==> config.mk <==
export PLATFORM = sky130hd
export DESIGN_NAME = common_clock_fifo_reset_logic
export DESIGN_NICKNAME = d
export VERILOG_FILES = /design/src/hdl/fifo_reset_pkg.sv /design/src/hdl/common_clock_fifo_reset_logic.sv
export SDC_FILE = /design/constraint.sdc
export NUM_CORES = 1
export LEC_CHECK = 0
export ABC_CLOCK_PERIOD_IN_PS = 10800
export BUFFER_PORTS_ARGS = -buffer_cell sky130_fd_sc_hd__buf_4
export CAP_MARGIN = 5
export CELL_PAD_IN_SITES_DETAIL_PLACEMENT = 1
export CELL_PAD_IN_SITES_GLOBAL_PLACEMENT = 1
export CORE_MARGIN = 5
export CORE_UTILIZATION = 38
export DETAILED_ROUTE_END_ITERATION = 12
export PLACE_DENSITY_LB_ADDON = 0.1
export SLEW_MARGIN = 20
export SYNTH_ARGS = -nofsm -noshare
export SYNTH_HDL_FRONTEND = slang
export SYNTH_SLANG_ARGS = --single-unit
export TNS_END_PERCENT = 1
==> constraint.sdc <==
create_clock -name ref_clk_i -period 10.8 [get_ports ref_clk_i]
set_clock_uncertainty 0.1 [all_clocks]
set_input_delay 1.62 -clock ref_clk_i [delete_from_list [all_inputs] [get_ports ref_clk_i]]
set_output_delay 1.62 -clock ref_clk_i [all_outputs]
set_load 0.02 [all_outputs]
==> src/hdl/fifo_reset_pkg.sv <==
package fifo_reset_pkg;

  // Queue shape defaults
  localparam int DEPTH_DEFAULT = 16;
  localparam int WIDTH_DEFAULT = 32;

  // Clear sequencing, in cycles of the one shared clock
  localparam int RESET_SYNC_CYCLES = 3;
  localparam int FULL_RELEASE_CYCLES = 5;
  localparam int WRITABLE_AFTER_ASSERT = 5;
  localparam int SEQ_CNT_W = 3;

  // APB register map, byte addresses
  localparam int APB_ADDR_W = 8;
  localparam logic [APB_ADDR_W-1:0] CTRL_OFFSET = 8'h00;
  localparam logic [APB_ADDR_W-1:0] THRESH_OFFSET = 8'h04;
  localparam logic [APB_ADDR_W-1:0] DOUT_RESET_OFFSET = 8'h08;
  localparam logic [APB_ADDR_W-1:0] STATUS_OFFSET = 8'h0C;
  localparam logic [APB_ADDR_W-1:0] LEVEL_OFFSET = 8'h10;

  // Control register layout
  typedef struct packed {
    logic [22:0] unused;
    logic sync_clear;
    logic [2:0] rsvd;
    logic clear_enable;
    logic shift_storage;
    logic embedded_reg;
    logic safety_circuit;
    logic full_flags_high;
  } ctrl_type;

  localparam logic [31:0] CTRL_RESET = 32'h0000_0011;
  localparam logic [31:0] CTRL_WRITE_MASK = 32'h0000_001F;
  localparam logic [31:0] THRESH_RESET = 32'h0002_000E;
  localparam logic [31:0] DOUT_RESET_RESET = 32'h0000_0000;

  // Threshold fields
  localparam int THR_W = 16;
  localparam int THR_HI_LSB = 0;
  localparam int THR_LO_LSB = 16;

  // Status bit positions
  localparam int ST_NOTHING_STORED = 0;
  localparam int ST_NEAR_DRAINED = 1;
  localparam int ST_THRESH_LOW = 2;
  localparam int ST_NO_ROOM = 3;
  localparam int ST_NEAR_CAPACITY = 4;
  localparam int ST_THRESH_HIGH = 5;
  localparam int ST_CLEARING = 6;
  localparam int ST_IN_RESET = 7;
  localparam int STATUS_W = 8;

  typedef enum {ST_RUN, ST_SYNC, ST_HOLD} clr_state_type;

endpackage

==> src/hdl/common_clock_fifo_reset_logic.sv <==
// What this block does
// - Built-in variant behaves alike on one clock
// - One clock, two pointers, optional clear kinds
// - Shift storage uses one up/down counter
// - Clear resets counters; optional for RAM storage
// - Clear resets state, synchronised into domain
// - Safety circuit needs embedded output register
// - Clear acts on rising edge only
// - Reset release takes five clock cycles, two with full flags low
// - Flag rejected reads and writes; with full flags low, writes refused during reset are not flagged
// - Full-type flags high or low during reset
// - Reset values of data, empties, counts
// - Full flags high block writes during reset
// - Synchronisation lasts three clock periods
// - Full flags drop five cycles after release
// - Low option: writable five cycles after edge
`timescale 1ns/10ps
module common_clock_fifo_reset_logic #(
  parameter int DEPTH = fifo_reset_pkg::DEPTH_DEFAULT,
  parameter int WIDTH = fifo_reset_pkg::WIDTH_DEFAULT
) (
  // Clock and reset
  input wire logic ref_clk_i,
  input wire logic reset_i,
  // Clear pin
  input wire logic async_clear_i,
  // APB slave
  input wire logic [fifo_reset_pkg::APB_ADDR_W-1:0] paddr_i,
  input wire logic psel_i,
  input wire logic penable_i,
  input wire logic pwrite_i,
  input wire logic [31:0] pwdata_i,
  output logic [31:0] prdata_o,
  output logic pready_o,
  output logic pslverr_o,
  // Write side
  input wire logic write_request_i,
  input wire logic [WIDTH-1:0] write_word_i,
  output logic write_accepted_o,
  output logic write_rejected_o,
  output logic no_room_o,
  output logic near_capacity_o,
  output logic threshold_high_o,
  output logic write_side_clearing_o,
  output logic [$clog2(DEPTH):0] write_level_o,
  // Read side
  input wire logic read_request_i,
  output logic [WIDTH-1:0] read_word_o,
  output logic read_valid_o,
  output logic read_rejected_o,
  output logic nothing_stored_o,
  output logic near_drained_o,
  output logic threshold_low_o,
  output logic [$clog2(DEPTH):0] read_level_o
);
  import fifo_reset_pkg::*;

  localparam int ADDR_W = $clog2(DEPTH);
  localparam int LVL_W = ADDR_W + 1;
  localparam logic [LVL_W-1:0] FULL_LVL = LVL_W'(DEPTH);
  localparam logic [LVL_W-1:0] NEAR_FULL_LVL = LVL_W'(DEPTH - 1);
  localparam logic [LVL_W-1:0] NEAR_EMPTY_LVL = LVL_W'(1);
  localparam logic [SEQ_CNT_W-1:0] SYNC_LAST = SEQ_CNT_W'(RESET_SYNC_CYCLES - 1);
  localparam logic [SEQ_CNT_W-1:0] HIGH_HOLD_LAST = SEQ_CNT_W'(FULL_RELEASE_CYCLES - 1);
  localparam logic [SEQ_CNT_W-1:0] LOW_HOLD_LAST = SEQ_CNT_W'(WRITABLE_AFTER_ASSERT - RESET_SYNC_CYCLES - 1);

  function automatic logic [THR_W-1:0] widen_level(input logic [LVL_W-1:0] lvl);
    widen_level = {{(THR_W - LVL_W){1'b0}}, lvl};
  endfunction

  // Configuration registers
  ctrl_type ctrl_q;
  logic [31:0] thresh_q;
  logic [31:0] dout_rst_q;

  // Clear pin synchroniser and edge detector
  logic clr_meta_q;
  logic clr_sync_q;
  logic clr_prev_q;

  // Sequencer
  clr_state_type st_q;
  logic [SEQ_CNT_W-1:0] cnt_q;

  // Storage and counters
  logic [WIDTH-1:0] mem_q [DEPTH];
  logic [LVL_W-1:0] wr_ptr_q;
  logic [LVL_W-1:0] rd_ptr_q;
  logic [LVL_W-1:0] count_q;
  logic [WIDTH-1:0] read_word_q;
  logic read_valid_q;
  logic write_accepted_q;
  logic write_rejected_q;
  logic read_rejected_q;
  logic [31:0] prdata_q;

  // Bus decode
  wire apb_setup = psel_i & ~penable_i;
  wire apb_access = psel_i & penable_i;
  wire hit_ctrl = paddr_i == CTRL_OFFSET;
  wire hit_thresh = paddr_i == THRESH_OFFSET;
  wire hit_dout = paddr_i == DOUT_RESET_OFFSET;
  wire hit_status = paddr_i == STATUS_OFFSET;
  wire hit_level = paddr_i == LEVEL_OFFSET;
  wire addr_hit = hit_ctrl | hit_thresh | hit_dout | hit_status | hit_level;
  wire apb_wr = apb_access & pwrite_i & addr_hit;
  wire ctrl_type wr_ctrl = ctrl_type'(pwdata_i);
  wire sync_clear = apb_wr & hit_ctrl & wr_ctrl.sync_clear;

  // A RAM-backed queue may run with the clear pin ignored
  wire clear_honoured = ctrl_q.clear_enable | ctrl_q.shift_storage;
  wire clear_hit = clr_sync_q & ~clr_prev_q & clear_honoured;
  wire in_reset = st_q != ST_RUN;
  wire safety_on = ctrl_q.safety_circuit & ctrl_q.embedded_reg;

  // Level: shared counter for shift storage, pointer distance for RAM
  wire [LVL_W-1:0] ptr_level = LVL_W'(wr_ptr_q - rd_ptr_q);
  wire [LVL_W-1:0] level = ctrl_q.shift_storage ? count_q : ptr_level;
  wire [THR_W-1:0] thr_hi = thresh_q[THR_HI_LSB +: THR_W];
  wire [THR_W-1:0] thr_lo = thresh_q[THR_LO_LSB +: THR_W];

  // Flags; counters are already zero while in reset
  wire empty_w = in_reset | (level == '0);
  wire full_w = in_reset ? ctrl_q.full_flags_high : (level == FULL_LVL);
  wire near_full_w = in_reset ? ctrl_q.full_flags_high : (level >= NEAR_FULL_LVL);
  wire thr_high_w = in_reset ? ctrl_q.full_flags_high : (widen_level(level) >= thr_hi);
  wire near_empty_w = in_reset | (level <= NEAR_EMPTY_LVL);
  wire thr_low_w = in_reset | (widen_level(level) <= thr_lo);

  wire wr_ok = write_request_i & ~in_reset & ~full_w;
  wire rd_ok = read_request_i & ~empty_w;
  wire [ADDR_W-1:0] rd_idx = ctrl_q.shift_storage ? ADDR_W'(count_q - 1'b1) : rd_ptr_q[ADDR_W-1:0];
  wire [WIDTH-1:0] dout_rst_val = dout_rst_q[WIDTH-1:0];

  // Sequencer control
  wire hold_last = ctrl_q.full_flags_high ? (cnt_q == HIGH_HOLD_LAST) : (cnt_q == LOW_HOLD_LAST);
  // High option waits for the pin to drop before counting
  wire hold_count = ~ctrl_q.full_flags_high | ~clr_sync_q;

  wire [STATUS_W-1:0] status_w = {in_reset, write_side_clearing_o, thr_high_w, near_full_w, full_w,
                                  thr_low_w, near_empty_w, empty_w};
  wire [31:0] rdata_mux = hit_ctrl ? (32'(ctrl_q) & CTRL_WRITE_MASK)
                        : hit_thresh ? thresh_q
                        : hit_dout ? dout_rst_q
                        : hit_status ? 32'(status_w)
                        : hit_level ? 32'(level)
                        : 32'h0000_0000;

  // Single domain: the built-in style is the same logic on this clock
  always_ff @(posedge ref_clk_i)
  begin
    clr_meta_q <= async_clear_i;
    clr_sync_q <= clr_meta_q;
    if (reset_i)
      clr_prev_q <= 1'b0;
    else
      clr_prev_q <= clr_sync_q;
  end

  always_ff @(posedge ref_clk_i)
  begin
    if (reset_i)
    begin
      ctrl_q <= ctrl_type'(CTRL_RESET);
      thresh_q <= THRESH_RESET;
      dout_rst_q <= DOUT_RESET_RESET;
      prdata_q <= 32'h0000_0000;
    end
    else
    begin
      if (apb_wr & hit_ctrl)
        ctrl_q <= ctrl_type'(pwdata_i & CTRL_WRITE_MASK);
      if (apb_wr & hit_thresh)
        thresh_q <= pwdata_i;
      if (apb_wr & hit_dout)
        dout_rst_q <= pwdata_i;
      if (apb_setup)
        prdata_q <= rdata_mux;
    end
  end

  always_ff @(posedge ref_clk_i)
  begin
    if (reset_i)
    begin
      st_q <= ST_RUN;
      cnt_q <= '0;
    end
    else if (clear_hit)
    begin
      st_q <= ST_SYNC;
      cnt_q <= '0;
    end
    else
    begin
      unique case (st_q)
        ST_RUN:
          cnt_q <= '0;
        ST_SYNC:
          if (cnt_q == SYNC_LAST)
          begin
            st_q <= ST_HOLD;
            cnt_q <= '0;
          end
          else
            cnt_q <= cnt_q + 1'b1;
        ST_HOLD:
          if (hold_count & hold_last)
          begin
            st_q <= ST_RUN;
            cnt_q <= '0;
          end
          else if (hold_count)
            cnt_q <= cnt_q + 1'b1;
      endcase
    end
  end

  // Counters, read word and valid/accepted flags return to reset values; reject flags reset only on reset_i
  always_ff @(posedge ref_clk_i)
  begin
    if (reset_i | in_reset | clear_hit | sync_clear)
    begin
      wr_ptr_q <= '0;
      rd_ptr_q <= '0;
      count_q <= '0;
      read_word_q <= dout_rst_val;
      read_valid_q <= 1'b0;
      write_accepted_q <= 1'b0;
    end
    else
    begin
      if (wr_ok)
        wr_ptr_q <= wr_ptr_q + 1'b1;
      if (rd_ok)
        rd_ptr_q <= rd_ptr_q + 1'b1;
      if (wr_ok & ~rd_ok)
        count_q <= count_q + 1'b1;
      else if (rd_ok & ~wr_ok)
        count_q <= count_q - 1'b1;
      if (rd_ok)
        read_word_q <= mem_q[rd_idx];
      read_valid_q <= rd_ok;
      write_accepted_q <= wr_ok;
    end
    if (reset_i)
    begin
      write_rejected_q <= 1'b0;
      read_rejected_q <= 1'b0;
    end
    else
    begin
      write_rejected_q <= write_request_i & full_w;
      read_rejected_q <= read_request_i & empty_w;
    end
  end

  // Storage itself is not reset; counters make stale words unreachable
  always_ff @(posedge ref_clk_i)
  begin
    if (wr_ok & ctrl_q.shift_storage)
    begin
      mem_q[0] <= write_word_i;
      for (int i = 1; i < DEPTH; i++)
        mem_q[i] <= mem_q[i-1];
    end
    else if (wr_ok)
      mem_q[wr_ptr_q[ADDR_W-1:0]] <= write_word_i;
  end

  assign pready_o = apb_access;
  assign pslverr_o = apb_access & ~addr_hit;
  assign prdata_o = prdata_q;
  assign write_accepted_o = write_accepted_q;
  assign write_rejected_o = write_rejected_q;
  assign read_rejected_o = read_rejected_q;
  assign read_valid_o = read_valid_q;
  assign read_word_o = read_word_q;
  assign no_room_o = full_w;
  assign near_capacity_o = near_full_w;
  assign threshold_high_o = thr_high_w;
  assign nothing_stored_o = empty_w;
  assign near_drained_o = near_empty_w;
  assign threshold_low_o = thr_low_w;
  assign write_level_o = level;
  assign read_level_o = level;
  assign write_side_clearing_o = safety_on & in_reset;
endmodule

==> run_results.csv <==
group,metric,value,unit
flow_run,maxCapViolCount,0,
synth,synth_top_area_share,47.7,%
grt,grt.total_usage,26.9,%
place,dp_hpwl,74.9,mm
setup_path,endpoint_kind,"output port",
die,die_x,310,µm
die,rows,110,
timing,drv_slew,0,
synth,synth_nets,3046,
setup_path,crit_buf_inv,3,
setup_path,worstSetupStartpointType,"register",
final_layout,fill_cells,9454,
die,boundaryPins,167,
setup_path,cp_data_required_time,9080,ps
routing,totalWireLength,133,mm
setup_path,arrival,3960,ps
die,coreArea,89700,µm²
grt,gr-usage-met1,36.4,%
power,finalPower,5.84,mW
clock_network,h-tree-depth,3,
synth,synth_edf_count,544,
clock_network,cts_hold_buffers,0,
clock_network,cts_buffers,80,
routing,ant_nets,0,
grt,grt_max_degree,69,
synth,synth_cell_type_count,66,
setup_path,crit_path_cell_trace,"inv_1 > ha_1 > nor3b_1 > o31ai_1 > nand3_1 > ha_1 > o21a_1 > o21ai_0 > a21boi_0 > inv_1 > buf_4",
power,pwr-share-comb,6.0,%
grt,use_met3,5.39,%
synth,synth.area.top_cells,"edfxtp_1, mux2_2, dfxtp_1",
grt,overflow,0,
synth,synthFlopType,"edfxtp_1",
routing,drt_first_iter_violations,2490,
routing,viasPerCell,5.98,
clock_network,cts.sinks,672,
synth,synthMostInstantiatedCell,"nand2_1",
timing,min_period,5680,ps
grt,grt_antenna_before_repair,9,
clock_network,postCtsSetupRepairBufs,0,
setup_path,max_stage_delay,530,ps
final_layout,area_growth,13.3,%
timing,setup_viol,0,
power,ir_drop,0.117,mV
timing,timing.setup.tns,0,ps
routing,first_pass_iters,5,
final_layout,drive_above_1_share,28.6,%
die,die_y,310,µm
power,power_leakage,13.8,nW
timing,fin_crit_sh,52.6,%
place,portBuffers,166,
timing,hold_violations,0,
die,initial_core_util,38.1,%
setup_path,critPathTopFamily,"compound AO/OA/AOI/OAI gates",
routing,drc,0,
synth,avgSynthCellArea,11.6,µm²
timing,tightest_slew,1110,ps
clock_network,cts_resized,0,
timing,fmax,176,MHz
place,gp_congestion,0.843,
timing,slew_headroom,26.1,%
grt,grt_util_met2,43.9,%
synth,synth_seq_cells,672,
final_layout,finalNetCount,3096,
power,sequentialPowerShare,48.7,%
clock_network,clockRootBuffer,"clkbuf_16",
status,status,"finished clean",
power,switching_share,24.1,%
clock_network,clkTransAtPathRegs,60,ps
synth,synthCells,2940,
final_layout,multi_input_area,14200,µm²
synth,async_flop_share,0,%
clock_network,cts_buffer_depth,3,
setup_path,slowest_stage,"dfxtp_1",
clock_network,tritoncts,"done",
power,power_switching,1.41,mW
final_layout,register_area,18900,µm²
grt,busiest_layer,"met2",
synth,yosysSeqAreaShare,55.2,%
routing,num_vias,25302,
timing,rsz0062_at_grt,"false",
synth,yosysTopAreaCell,"edfxtp_1",
power,power.density,151,nW/µm²
hold_path,hold_path_class,"register to register",
grt,grt_pass1_vias,26099,
power,p_int,4.43,mW
grt,grt_pass1_wl,188,mm
synth,synth_area,34200,µm²
clock_network,clkLatencyLatePin,650,ps
synth,yosys_warnings,0,
routing,wl_per_cell,31.4,µm
setup_path,worst-path-max-fanout,7,
die,die-area,96100,µm²
power,pwr-share-clk,45.3,%
synth,synthTopCellsByCount,"nand2_1, edfxtp_1, mux2_2, clkbuf_1, nor2_1",
setup_path,crit_type,"register to output port",
## state kept, by name, indices dropped and copies added, names as in the netlist, 2 cells and up
signal,flops
cnt_q,3
count_q,5
ctrl_q,5
dout_rst_q,32
mem_q,512
prdata_o,32
rd_ptr_q,5
read_word_o,32
st_q,2
thresh_q,32
wr_ptr_q,5
## per-stage QoR
step / cells / instance area [µm²] / hold slack [ps] / utilization, % / setup WS (ps)
floorplan: 2940 / 34200 / 210 / - / 6070
global placement: 4084 / 36300 / 223 / 40.4 / 5490
detailed placement: 4084 / 36300 / 227 / 40.4 / 5300
CTS: 4226 / 38700 / 242 / 43.2 / 5050
global route: 4228 / 38700 / 232 / 43.2 / 4830
finish: 4230 / 38800 / 232 / 43.2 / 5120
## path summary, 6_finish.rpt
check	startpoint	to	slack [ps]	depth (start not counted)
max	rd_ptr_q[2]	threshold_low_o	5120	11
min	clr_meta_q	clr_sync_q	230	0
min reg2reg	clr_meta_q	clr_sync_q	230	0
max reg2reg	rd_ptr_q[0]	mem_q[10][9]	5770	11
## power groups by stage
stage | combinational [mW] | clock [mW] | sequential (mW)
final | 0.348 | 2.65 | 2.85
after CTS | 0.348 | 2.69 | 2.85
after global placement | 0.342 | 0 | 2.90
after global routing | 0.372 | 2.80 | 2.85
after detailed placement | 0.347 | 0 | 2.90
after floorplan | 0.162 | 0 | 2.91
## layout by cell type, fill, tap and decap left out, types with 6 or more instances in the layout
master     netlist  layout
nor3b_1          6       6
xor2_1           9       9
mux2i_1         36      36
a31oi_1         36      35
nand4_1          7       7
nand3b_1         8       8
nor2b_1          8       8
nand2_1        584     566
a311oi_1        33      33
nand2_2          0      10
nor2_1         157     154
edfxtp_1       544     544
nand2b_1        17      14
inv_1           31      31
nand3_1         73      72
nor4_1          10      10
clkbuf_1       160      16
a211oi_1        39      39
ha_1            25      25
o31ai_1         34      34
clkbuf_16        0      81
o21ai_0         72      72
nand2_4          8      16
clkinv_2         0      13
nor3_1          39      37
a22oi_1         28      28
xnor2_1          7       7
clkinv_1         0      17
and2_1          12       6
mux2_4          83      83
mux2_2         401     401
a21oi_1        105     104
a32oi_1         29      29
buf_4            6     212
and3_1          37      37
dfxtp_1        128     128
and2_2           0       6
a41oi_1         31      31
## area by class of cell
class / instances / area share (%)
Antenna cell: 4 / 0.0258
Clock buffer: 102 / 5.54
Clock inverter: 40 / 0.846
Timing Repair Buffer: 212 / 4.11
Multi-Input combinational cell: 1993 / 36.6
Sequential cell: 672 / 48.8
Inverter: 31 / 0.300
Tap cell: 1176 / 3.80
## routing by layer
layer | up-vias | wire (µm)
li1 | 10927 | -
met1 | 13039 | 56500
met2 | 1097 | 61400
met3 | 233 | 10800
met4 | 6 | 4260
met5 | - | 28
## cells by family (layout without fill, tap and decap cells)
family | Yosys count | count (layout) | share of synthesized area, %
simple gates | 979 | 979 | 12.4
flops | 672 | 672 | 55.2
mux | 524 | 524 | 18.2
compound gates | 447 | 447 | 8.81
buf+inv | 275 | 385 | 3.99
fa+ha+maj | 27 | 27 | 1.00
xor+xnor | 16 | 16 | 0.410
other cells | 0 | 4 | 0
(Power assumes the default switching activity.)
